## src/include/sis_pkg.sv

```systemverilog
package sis_pkg;

    // Register port geometry
    localparam int ADDR_W = 12;
    localparam int DATA_W = 8;

    // Byte offsets on the host register port
    localparam logic [11:0] ID_OFFSET = 12'h800;
    localparam logic [11:0] STATUS_OFFSET = 12'h801;

    // Identification register fields
    localparam int KIND_MSB = 7;
    localparam int KIND_LSB = 6;
    localparam int SPARE_MSB = 5;
    localparam int SPARE_LSB = 4;
    localparam int REV_MSB = 3;
    localparam int REV_LSB = 0;
    localparam logic [1:0] INTERFACE_KIND = 2'h2;
    localparam logic [1:0] SPARE_RESET = 2'h0;
    localparam logic [3:0] REV_LEGACY_MODE = 4'h2;

    // Interface status register fields
    localparam int ST_RSVD_BIT = 7;
    localparam int ST_POWER_BIT = 6;
    localparam int ST_READY_BIT = 5;
    localparam int ST_WLOCK_BIT = 4;
    localparam int ST_INS2_BIT = 3;
    localparam int ST_INS1_BIT = 2;
    localparam int ST_PAIR_MSB = 1;
    localparam int ST_PAIR_LSB = 0;

    // Synchronised socket pin vector layout
    localparam int PIN_READY = 0;
    localparam int PIN_WLOCK = 1;
    localparam int PIN_INS1_N = 2;
    localparam int PIN_INS2_N = 3;
    localparam int PIN_BATT1 = 4;
    localparam int PIN_BATT2 = 5;
    localparam int PIN_AUDIO = 6;
    localparam int PIN_STATUS_CHANGE_PIN = 7;
    localparam int PIN_BUS_RST_N = 8;
    localparam int PIN_COUNT = 9;

    // Synchroniser depth
    localparam int SYNC_STAGES = 2;

    localparam logic [7:0] RDATA_RESET = 8'h00;

endpackage : sis_pkg

```

## src/logic/sis_socket_regs.sv

```systemverilog
`timescale 1ns/100ps
// Summary of operation
// Id bits 7-6 are hardwired read-only 10b, I/O and memory cards.
// Id bits 5-4 are plain read/write spare bits for emulation.
// Id bits 3-0 hold a writable revision code with reset default.
// Writing 0010b into the revision code enters older-controller emulation.
// Id fields reset only by global reset, never by bus reset.
// While the id write lock is set, id register ignores writes.
// Status register is read-only; bit 7 reads zero; writes ignored.
// Status bit 6 shows programmed socket power, zero after reset.
// Status bit 5 follows the card ready pin.
// Status bit 4 follows the card write-lock pin non-inverted.
// Status bit 3 is second insertion sense pin inverted.
// Status bit 2 is first insertion sense pin inverted.
// Memory card: bits 1-0 are battery pins two and one.
// I/O card: bit 1 is audio pin, bit 0 status-change pin.
// After reset status reads zero in bits 7-6, pins below.
// Socket pins are synchronised before reaching read data.

module sis_socket_regs #(
    parameter logic [3:0] REV_DEFAULT = 4'h3, // Arbitrary value
    parameter int SYNC_DEPTH = sis_pkg::SYNC_STAGES
) (
    // Clock and global reset
    input wire logic mclk_in,
    input wire logic rstn_in,
    // Host bus reset pin, asynchronous, active low
    input wire logic host_bus_reset_pin_n_in,
    // Host register port
    input wire logic [sis_pkg::ADDR_W-1:0] reg_addr_in,
    input wire logic reg_wr_in,
    input wire logic reg_rd_in,
    input wire logic [sis_pkg::DATA_W-1:0] reg_wdata_in,
    output logic [sis_pkg::DATA_W-1:0] reg_rdata_out,
    output logic reg_rvalid_out,
    // Same-clock control from neighbouring registers
    input wire logic id_write_lock_in,
    input wire logic socket_power_on_in,
    input wire logic card_is_io_in,
    // Socket pins
    input wire logic card_ready_pin_in,
    input wire logic card_write_lock_pin_in,
    input wire logic insert_pin_one_n_in,
    input wire logic insert_pin_two_n_in,
    input wire logic battery_pin_one_in,
    input wire logic battery_pin_two_in,
    input wire logic audio_out_pin_in,
    input wire logic status_change_pin_in,
    // Mode outputs
    output logic legacy_emulation_out,
    output logic [3:0] compat_revision_out
);

    initial begin
        if (SYNC_DEPTH < 2) begin
            $error("sis_socket_regs: SYNC_DEPTH must be >= 2");
        end
        if (REV_DEFAULT == sis_pkg::REV_LEGACY_MODE) begin
            $error("sis_socket_regs: REV_DEFAULT must not select emulation");
        end
    end

    typedef struct packed {
        logic [1:0] id_spare;
        logic [3:0] compat_revision;
        logic legacy_mode;
        logic socket_power_on;
        logic [7:0] rdata;
        logic rvalid;
    } sis_state_type;

    sis_state_type state_ff;
    sis_state_type nxt_state;

    logic [sis_pkg::PIN_COUNT-1:0] pins_raw;
    logic [sis_pkg::PIN_COUNT-1:0] pins_sync;
    logic [7:0] id_byte;
    logic [7:0] status_byte;
    logic id_write_ok;
    logic bus_reset_active;

    // Every socket pin crosses two flops first
    assign pins_raw[sis_pkg::PIN_READY] = card_ready_pin_in;
    assign pins_raw[sis_pkg::PIN_WLOCK] = card_write_lock_pin_in;
    assign pins_raw[sis_pkg::PIN_INS1_N] = insert_pin_one_n_in;
    assign pins_raw[sis_pkg::PIN_INS2_N] = insert_pin_two_n_in;
    assign pins_raw[sis_pkg::PIN_BATT1] = battery_pin_one_in;
    assign pins_raw[sis_pkg::PIN_BATT2] = battery_pin_two_in;
    assign pins_raw[sis_pkg::PIN_AUDIO] = audio_out_pin_in;
    assign pins_raw[sis_pkg::PIN_STATUS_CHANGE_PIN] = status_change_pin_in;
    assign pins_raw[sis_pkg::PIN_BUS_RST_N] = host_bus_reset_pin_n_in;

    sis_sync_bank #(
        .WIDTH(sis_pkg::PIN_COUNT),
        .STAGES(SYNC_DEPTH)
    ) u_pin_sync (
        .clk_in(mclk_in),
        .rstn_in(rstn_in),
        .d_in(pins_raw),
        .q_out(pins_sync)
    );

    assign bus_reset_active = ~pins_sync[sis_pkg::PIN_BUS_RST_N];

    always_comb begin
        id_byte = '0;
        id_byte[sis_pkg::KIND_MSB:sis_pkg::KIND_LSB] =
            sis_pkg::INTERFACE_KIND;
        id_byte[sis_pkg::SPARE_MSB:sis_pkg::SPARE_LSB] =
            state_ff.id_spare;
        id_byte[sis_pkg::REV_MSB:sis_pkg::REV_LSB] =
            state_ff.compat_revision;
    end

    always_comb begin
        status_byte = '0;
        status_byte[sis_pkg::ST_RSVD_BIT] = 1'b0;
        status_byte[sis_pkg::ST_POWER_BIT] =
            state_ff.socket_power_on;
        status_byte[sis_pkg::ST_READY_BIT] =
            pins_sync[sis_pkg::PIN_READY];
        status_byte[sis_pkg::ST_WLOCK_BIT] =
            pins_sync[sis_pkg::PIN_WLOCK];
        status_byte[sis_pkg::ST_INS2_BIT] =
            ~pins_sync[sis_pkg::PIN_INS2_N];
        status_byte[sis_pkg::ST_INS1_BIT] =
            ~pins_sync[sis_pkg::PIN_INS1_N];
        if (card_is_io_in) begin
            status_byte[sis_pkg::ST_PAIR_MSB] =
                pins_sync[sis_pkg::PIN_AUDIO];
            status_byte[sis_pkg::ST_PAIR_LSB] =
                pins_sync[sis_pkg::PIN_STATUS_CHANGE_PIN];
        end else begin
            status_byte[sis_pkg::ST_PAIR_MSB] =
                pins_sync[sis_pkg::PIN_BATT2];
            status_byte[sis_pkg::ST_PAIR_LSB] =
                pins_sync[sis_pkg::PIN_BATT1];
        end
    end

    assign id_write_ok = reg_wr_in && !id_write_lock_in &&
        (reg_addr_in == sis_pkg::ID_OFFSET);

    always_comb begin
        nxt_state = state_ff;
        nxt_state.rvalid = 1'b0;
        nxt_state.socket_power_on = socket_power_on_in;
        // Id fields ignore the bus reset; only rstn_in clears them
        if (id_write_ok) begin
            nxt_state.id_spare =
                reg_wdata_in[sis_pkg::SPARE_MSB:sis_pkg::SPARE_LSB];
            nxt_state.compat_revision =
                reg_wdata_in[sis_pkg::REV_MSB:sis_pkg::REV_LSB];
        end
        nxt_state.legacy_mode = (nxt_state.compat_revision ==
            sis_pkg::REV_LEGACY_MODE);
        // Writes to the status offset fall through untouched
        if (reg_rd_in) begin
            nxt_state.rvalid = 1'b1;
            case (reg_addr_in)
                sis_pkg::ID_OFFSET: begin
                    nxt_state.rdata = id_byte;
                end
                sis_pkg::STATUS_OFFSET: begin
                    nxt_state.rdata = status_byte;
                end
                default: begin
                    nxt_state.rdata = sis_pkg::RDATA_RESET;
                end
            endcase
        end
        // Bus reset only quiets the read port
        if (bus_reset_active) begin
            nxt_state.rdata = sis_pkg::RDATA_RESET;
            nxt_state.rvalid = 1'b0;
        end
    end

    always_ff @(posedge mclk_in or negedge rstn_in) begin
        if (!rstn_in) begin
            state_ff.id_spare <= sis_pkg::SPARE_RESET;
            state_ff.compat_revision <= REV_DEFAULT;
            state_ff.legacy_mode <= 1'b0;
            state_ff.socket_power_on <= 1'b0;
            state_ff.rdata <= sis_pkg::RDATA_RESET;
            state_ff.rvalid <= 1'b0;
        end else begin
            state_ff <= nxt_state;
        end
    end

    assign reg_rdata_out = state_ff.rdata;
    assign reg_rvalid_out = state_ff.rvalid;
    assign legacy_emulation_out = state_ff.legacy_mode;
    assign compat_revision_out = state_ff.compat_revision;

endmodule : sis_socket_regs

```

## src/logic/sis_sync_bank.sv

```systemverilog
`timescale 1ns/100ps

module sis_sync_bank #(
    parameter int WIDTH = 1,
    parameter int STAGES = 2
) (
    // Clock and reset
    input wire logic clk_in,
    input wire logic rstn_in,
    // Asynchronous levels in, synchronised levels out
    input wire logic [WIDTH-1:0] d_in,
    output logic [WIDTH-1:0] q_out
);

    initial begin
        if (STAGES < 2 || WIDTH < 1) begin
            $error("sis_sync_bank: STAGES must be >= 2, WIDTH >= 1");
        end
    end

    genvar gi;
    generate
        for (gi = 0; gi < WIDTH; gi++) begin : g_bit
            logic [STAGES-1:0] chain_ff;
            // First stage is read only by the next stage
            always_ff @(posedge clk_in or negedge rstn_in) begin
                if (!rstn_in) begin
                    chain_ff <= '0;
                end else begin
                    chain_ff <= {chain_ff[STAGES-2:0], d_in[gi]};
                end
            end
            assign q_out[gi] = chain_ff[STAGES-1];
        end
    endgenerate

endmodule : sis_sync_bank
```

## config.mk

```make
export PLATFORM = sky130hd
export DESIGN_NAME = sis_socket_regs
export DESIGN_NICKNAME = d
export VERILOG_FILES = /design/src/include/sis_pkg.sv /design/src/logic/sis_socket_regs.sv /design/src/logic/sis_sync_bank.sv
export SDC_FILE = /design/constraint.sdc
export NUM_CORES = 1
export LEC_CHECK = 0
export BUFFER_PORTS_ARGS = -buffer_cell sky130_fd_sc_hd__buf_2
export CORE_UTILIZATION = 51
export CTS_CLUSTER_SIZE = 30
export DETAILED_ROUTE_END_ITERATION = 10
export PLACE_DENSITY_LB_ADDON = 0.25
export SLEW_MARGIN = 20
export SYNTH_ARGS = -nofsm -noshare
export SYNTH_HDL_FRONTEND = slang
export SYNTH_SLANG_ARGS = --single-unit
```

## constraint.sdc

```tcl
create_clock -name mclk_in -period 1.9 [get_ports mclk_in]
set_input_delay 0.38 -clock mclk_in [delete_from_list [all_inputs] [get_ports mclk_in]]
set_output_delay 0.38 -clock mclk_in [all_outputs]
set_load 0.03 [all_outputs]
```

==> impl_results.md, run 1 <==
- Cell Chain, Critical Path: buf_2
- First-pass GRT wire length: 3153 um
- Crit Path Class: flip-flop to output port
- RSZ-0062 raised after global routing: false
- Post-synthesis sequential area ratio: 65.79%
- Via count: 823
- Worst Tran Pin Value: 0.7249 ns
- # fillers: 212
- Vias in the first global route: 760
- Largest net degree at the start of global routing: 36
- Final TNS setup: 0 ns
- Clk_lat worst skew: 0.32 ns
- Antenna Violating Nets Remaining: 0
- Pre-antenna DRT Iters: 6
- GPL Wtd Cong: 0.7081
- Area of the multi-input gates: 329.1 um^2
- Cell area after synthesis: 1335 um^2
- Synth top area share: 61.86%
- Period minus WS final: 1.451 ns
- Initial DRC count: 3
- Total die area: 2827 um^2
- Mean area per synthesized cell: 14.05 um^2
- P_leak: 0.8150 nW
- Final period utilization: 76.38%
- Slew headroom: 51.67%
- Post-synth EDFFs: 0
- Total power draw: 0.001210 W
- Final Cell Area: 1564 um^2
- Min-Delay Path Class: primary input to async pin
- Yosys reg bits: 35
- Die H: 53.17 um
- Crit-path max FO: 4
- Clock Pin Slew Worst Setup and Hold Paths: 0.10 ns
- Drt drc: 0
- H-tree depth: 2
- CP max-delay cell: dfstp_2
- Total core area: 2477 um^2
- Via density: 4.928
- Area grow syn2layout: 17.15%
- Crit path DAT: 1.07 ns
- PortBufs: 47
- Final setup skew: 0.009647 ns
- Async SR Flop Fraction: 100.0%
- Yosys top cell by area: dfrtp_1
- Top-count cell post-synth: dfrtp_1
- Crit path largest cell delay: 0.56 ns
- Max Slew Vio Count: 0
- Root buffer selected by CTS: clkbuf_4
- Share of layout cells above drive strength 1: 48.18%
- Io pins: 50
- Post-layout nets: 172
- Yosys cell types: 22
- Routed WL per cell: 11.93 um
- Post-synth top flop: dfrtp_1
- Kind of cell adding the most delay to the critical path: flip-flops
- Total grt overflow: 0
- Initial Utilization: 53.89%
- Synth cell count leaders: dfrtp_1, buf_4, inv_1, nand2_1, mux2_2
- CP Launch Type: flip-flop
- Final cell count without fillers: 167
- Placed Cells: 159
- Drt total wl: 1992 um
- Crit. End Element: output port
- CTS tree: done
- WP data required: 1.52 ns
- Max Clock Freq: 689.1 MHz
- CTS Sinks: 35
- Placed cell areas: 1514 um^2
- Post-CTS Setup Repair Bufs: 0
- Register Area: 878.3 um^2
- Synth top area cells: dfrtp_1, buf_4, mux2_2
- DIE WIDTH: 53.17 um
- Status: finished, final reports clean
- Clock buffer count from CTS: 5
- Initial antenna violation count: 0
- Peak VDD IR: 0.6396 mV
- Maximum clock path buffer count: 2
- Post-Syn Instances: 95
- Post_cts resized: 0
- Pwr dens: 773.9 nW/um^2
- Syn_nets: 131
- Num rows: 18
- # Max-Cap Violations: 0
- Final Setup Violations: 0
- GRT Total Usage: 17.17%
- Hold buffer count at cts: 0
- Final Hold Vio Count: 0
- YS warnings: 0
- Worst path bufs/invs: 1
- Ant diodes: 0
==> routing by layer <==
metal | vias up | share of wire, % | track usage [%]
met5 | - | 0 | 0
met4 | 0 | 0.70 | 7.895
met3 | 2 | 8.8 | 9.195
met2 | 38 | 49 | 25.74
met1 | 389 | 41 | 20.15
li1 | 394 | - | -
==> state kept, by name, summed over array words and instances, names as in the netlist <==
name,flops
state_ff,1
u_pin_sync.g_bit.chain_ff,18
legacy_emulation_out,1
id_byte,2
compat_revision_out,4
reg_rvalid_out,1
reg_rdata_out,8
==> cell type report <==
class / instances / share of cell area [%]
Sequential cell: 35 / 56.16
Inverter: 9 / 2.160
Timing Repair Buffer: 47 / 15.04
Multi-Input combinational cell: 38 / 21.04
Clock inverter: 1 / 0.3200
Clock buffer: 7 / 2.880
Tap cell: 30 / 2.400
==> final timing paths <==
path | start | end | slack [ns] | cells after the start
min in group mclk_in | host_bus_reset_pin_n_in | u_pin_sync.g_bit[8].chain_ff[0]$_DFF_PN0_ | 0.15 | 1
worst min register to register | u_pin_sync.g_bit[4].chain_ff[0]$_DFF_PN0_ | u_pin_sync.g_bit[4].chain_ff[1]$_DFF_PN0_ | 0.35 | 0
worst max-delay path | compat_revision_out[0]$_DFF_PN1_ | compat_revision_out[0] | 0.45 | 1
worst max register to register | u_pin_sync.g_bit[8].chain_ff[1]$_DFF_PN0_ | reg_rdata_out[0]$_DFFE_PN0P_ | 0.69 | 3
worst min-delay path | rstn_in | reg_rdata_out[7]$_DFFE_PN0P_ | 0.10 | 1
max in group asynchronous | rstn_in | state_ff[9]$_DFF_PN0_ | 1.33 | 1
==> placed cells by master (no fill, tap or decap), drive strengths merged <==
cell / n
and3b: 1
inv: 9
and2: 1
nand4: 3
nor3: 1
o21ai: 1
buf: 47
mux2: 7
nand2: 9
clkbuf: 7
nor3b: 1
dfrtp: 33
nor4: 2
mux2i: 2
nor2b: 1
and3: 1
clkinv: 1
o221ai: 6
nor4b: 2
dfstp: 2
==> cells by family after synthesis <==
group	synth area share [%]
flip-flops	65.79
buffers and inverters	9.559
multiplexers	7.404
AO/OA/AOI/OAI	4.311
AND/OR/NAND/NOR	12.93
==> report_power, final <==
group,switching [W],leakage (nW),internal (W)
Clock,0.000220,0.0293,0.000144
Combinational,0.0000398,0.349,0.0000341
Sequential,0.00000594,0.437,0.000766
==> through the flow <==
| stage | setup WS (ns) | hold WS, ns | utilization [%] |
|---|---|---|---|
| after floorplan | 0.5798 | 0.08441 | - |
| after global placement | 0.2994 | 0.3317 | 61.11 |
| after detailed placement | 0.2631 | 0.3347 | 61.11 |
| after CTS | 0.4240 | 0.1176 | 63.13 |
| after global routing | 0.3914 | 0.1187 | 63.13 |
| final | 0.4489 | 0.1018 | 63.13 |
==> worst register-to-register path, cell delays in order (launching register included) <==
cell and delay, ns:
dfrtp_1 0.38, and3b_1 0.16, nand4_1 0.30, o221ai_1 0.29
(Power assumes the default switching activity.)
==> run 2, diff against run 1 <==
--- a/config.mk
+++ b/config.mk
@@ -5,8 +5,9 @@
 export SDC_FILE = /design/constraint.sdc
 export NUM_CORES = 1
 export LEC_CHECK = 0
+export ABC_AREA = 1
 export BUFFER_PORTS_ARGS = -buffer_cell sky130_fd_sc_hd__buf_2
-export CORE_UTILIZATION = 51
+export CORE_UTILIZATION = 48
 export CTS_CLUSTER_SIZE = 30
 export DETAILED_ROUTE_END_ITERATION = 10
 export PLACE_DENSITY_LB_ADDON = 0.25
==> constraint.sdc (replaced) <==
create_clock -name mclk_in -period 1.4 [get_ports mclk_in]
set_input_delay 0.28 -clock mclk_in [delete_from_list [all_inputs] [get_ports mclk_in]]
set_output_delay 0.28 -clock mclk_in [all_outputs]
set_load 0.03 [all_outputs]
==> run 2 against run 1 <==
  * Clock power grew 92%
  * Design area grew 8.9%
  * Worst hold slack lost 0.059 ns
  * Synthesized area grew 6.2%
  * Sequential power grew 36%
  * Global-route usage grew 0.86 points
  * Die area grew 12%
  * Core utilization shrank 1.9 points
  * Largest cell class unchanged
  * Via count grew 24%
  * Setup slack lost 0.38 ns
  * Sequential share of layout area shrank 4.6 points
==> impl_results.md, run 2 <==
- Most common cell after layout, fill and taps aside: buf_2
- Status: finished, final reports clean
- GR peak layer: met2
- Post-Place Setup Slack: 0.06282 ns (-0.2002 ns)
- Largest family of logic cells by synthesized area: simple AND/OR/NAND/NOR gates
- Placed Cells: 202 (+27%)
- Period minus WS final: 1.336 ns
- GPL Wtd Cong: 0.7116 (+0.49%)
- Post-synthesis sequential area ratio: 61.96% (-3.8 points)
- GRT Total Usage: 18.04% (+0.86 points)
- Yosys cell types: 20 (-9.1%)
- Async SR Flop Fraction: 100.0% (unchanged)
- # Max-Cap Violations: 0 (unchanged)
- PortBufs: 47 (unchanged)
- Synth top area share: 58.25% (-3.6 points)
- Largest Register: u_pin_sync.g_bit.chain_ff
- P_leak: 0.9335 nW (+15%)
- Max Clock Freq: 748.5 MHz
- Final Setup Violations: 0 (unchanged)
- Crit. End Element: output port
- Die H: 56.35 um (+6.0%)
- Root buffer selected by CTS: clkbuf_4
- Min-Delay Path Class: primary input to flip-flop
- Synth Area in Simple Gates: 21.45% (+8.5 points)
- Ant diodes: 0 (unchanged)
- Post-Syn Instances: 135 (+42%)
- DIE WIDTH: 56.35 um (+6.0%)
- Total core area: 2781 um^2 (+12%)
- CP Launch Type: flip-flop
- Post-synthesis mux area share: 1.412% (-6.0 points)
- GRT met2 Usage: 29.59% (+3.9 points)
- Initial antenna violation count: 0 (unchanged)
- Top-count cell post-synth: dfrtp_1
- Crit path DAT: 1.06 ns (about the same)
- Cell area after synthesis: 1418 um^2 (+6.2%)
- Worst path bufs/invs: 1 (unchanged)
- Total die area: 3175 um^2 (+12%)
- CTS tree: done
- Initial DRC count: 23 (+20)
- CP max-delay cell: dfstp_2
- Total grt overflow: 0 (unchanged)
- CTS Sinks: 35 (unchanged)
- Num rows: 19 (+1)
- Antenna Violating Nets Remaining: 0 (unchanged)
- Post-synth EDFFs: 0 (unchanged)
- Post-synth top flop: dfrtp_1
- Routed WL per cell: 11.76 um (-1.4%)
- Area grow syn2layout: 20.12%
- Synth top area cells: dfrtp_1, nand2_1, buf_4
- Via count: 1018 (+24%)
- Crit path largest cell delay: 0.57 ns (about the same)
- Share of layout cells above drive strength 1: 38.89% (-9.3 points)
- Peak VDD IR: 1.119 mV (+75%)
- Cell Chain, Critical Path: buf_4
- H-tree depth: 2 (unchanged)
- Crit Path Class: flip-flop to output port
- Maximum clock path buffer count: 2 (unchanged)
- Via density: 4.825 (-2.1%)
- RSZ-0062 raised after global routing: false
- WHS: 0.04242 ns (-0.05936 ns)
- Synth cell count leaders: dfrtp_1, nand2_1, inv_1
- Vias in the first global route: 997 (+31%)
- Met3 Use GR: 7.143% (-2.1 points)
- Post-synthesis xor/xnor area fraction: 0% (unchanged)
- Clock Pin Slew Worst Setup and Hold Paths: 0.11 ns (about the same)
- Final TNS setup: 0 ns (unchanged)
- Pre-antenna DRT Iters: 6 (unchanged)
- Post-CTS Setup Repair Bufs: 0 (unchanged)
- Syn_nets: 171 (+31%)
- Worst Tran Pin Value: 0.4968 ns (-0.2281 ns)
- Final worst setup slack: 0.06394 ns (-0.3849 ns)
- # fillers: 259 (+22%)
- Final setup skew: 0.009586 ns (-0.00006034 ns)
- Yosys reg bits: 35 (unchanged)
- Largest net degree at the start of global routing: 36 (unchanged)
- Final Hold Vio Count: 0 (unchanged)
- YS warnings: 0 (unchanged)
- Final period utilization: 95.43%
- Adder-Cell Fraction of Synth Area: 0% (unchanged)
- HPWL Detailed: 1911 um
- Max Slew Vio Count: 0 (unchanged)
- Slew headroom: 66.76% (+15 points)
- Pwr dens: 1096 nW/um^2 (+42%)
- Kind of cell adding the most delay to the critical path: flip-flops
- M1 GR Usage: 21.34% (+1.2 points)
- WP data required: 1.12 ns (-0.40 ns)
- Max reg flops: 18 (unchanged)
- Yosys top cell by area: dfrtp_1
- Drt drc: 0 (unchanged)
- First-pass GRT wire length: 4140 um (+31%)
- Most frequent cells in the layout: buf_2, dfrtp_1, nand2_1, inv_1, nor2_1
- Compound-Gate Fraction of Synth Area: 3.530% (-0.78 points)
- Post-layout nets: 215 (+25%)
- Clock buffer count from CTS: 5 (unchanged)
- Total power draw: 0.001867 W (+54%)
- Crit-path max FO: 3 (-1)
- Io pins: 50 (unchanged)
- Drt total wl: 2481 um (+25%)
- Clk_lat worst skew: 0.33 ns (about the same)
- Final cell count without fillers: 211 (+26%)
- Mean area per synthesized cell: 10.50 um^2 (-25%)
- Initial Utilization: 50.97% (-2.9 points)
==> run 2: kinds of logic after synthesis <==
group | Yosys count
compound gates | 8
buf+inv | 32
flops | 35
mux | 2
simple gates | 58
==> run 2: metrics by stage <==
step	utilization [%]	cell area [um^2]
floorplan	-	1418
global placement	57.85	1609
detailed placement	57.85	1609
CTS	61.04	1698
global route	61.22	1703
finish	61.22	1703
==> run 2: power breakdown <==
| group | switching (W) | leakage [nW] | internal, W |
|---|---|---|---|
| combinational | 0.0000687 | 0.469 | 0.0000505 |
| sequential | 0.00000771 | 0.426 | 0.00104 |
| clock | 0.000323 | 0.0385 | 0.000377 |
==> run 2: path summary, 6_finish.rpt <==
check                                                           from                                   endpoint  slack [ns]  depth (start not counted)
setup reg to reg           u_pin_sync.g_bit[8].chain_ff[1]$_DFF_PN0_               reg_rdata_out[1]$_DFFE_PN0P_        0.23                          4
setup / recovery                    compat_revision_out[0]$_DFF_PN1_                     compat_revision_out[0]        0.06                          1
min in group asynchronous                                    rstn_in               reg_rdata_out[0]$_DFFE_PN0P_        0.49                          3
max in group asynchronous                                    rstn_in           compat_revision_out[1]$_DFF_PN1_        0.57                          3
hold / removal                                   insert_pin_one_n_in  u_pin_sync.g_bit[2].chain_ff[0]$_DFF_PN0_        0.04                          1
hold reg to reg            u_pin_sync.g_bit[7].chain_ff[0]$_DFF_PN0_  u_pin_sync.g_bit[7].chain_ff[1]$_DFF_PN0_        0.36                          0
==> run 2: final cells by class <==
cell class	instances	area, um^2	area share (%)
clock buffers	6	41.29	2.425
clock inverters	2	37.54	2.204
inverters	20	75.07	4.409
multi-input cells	68	374.1	21.97
flip-flops and latches	35	878.3	51.58
well taps	31	38.79	2.278
repair buffers	49	257.7	15.14
==> run 2: metal layers <==
metal	part of all wire, %	wire, um
met1	42	1037
met2	51	1262
met3	6.2	153
met4	1.1	27
met5	0	0
==> run 2: what timing repair did <==
action,4_1_cts,5_1_grt
endpoints found under the setup margin,0,2
hold buffers,1,0
resized for setup,0,4
endpoints found under the hold margin,33,0
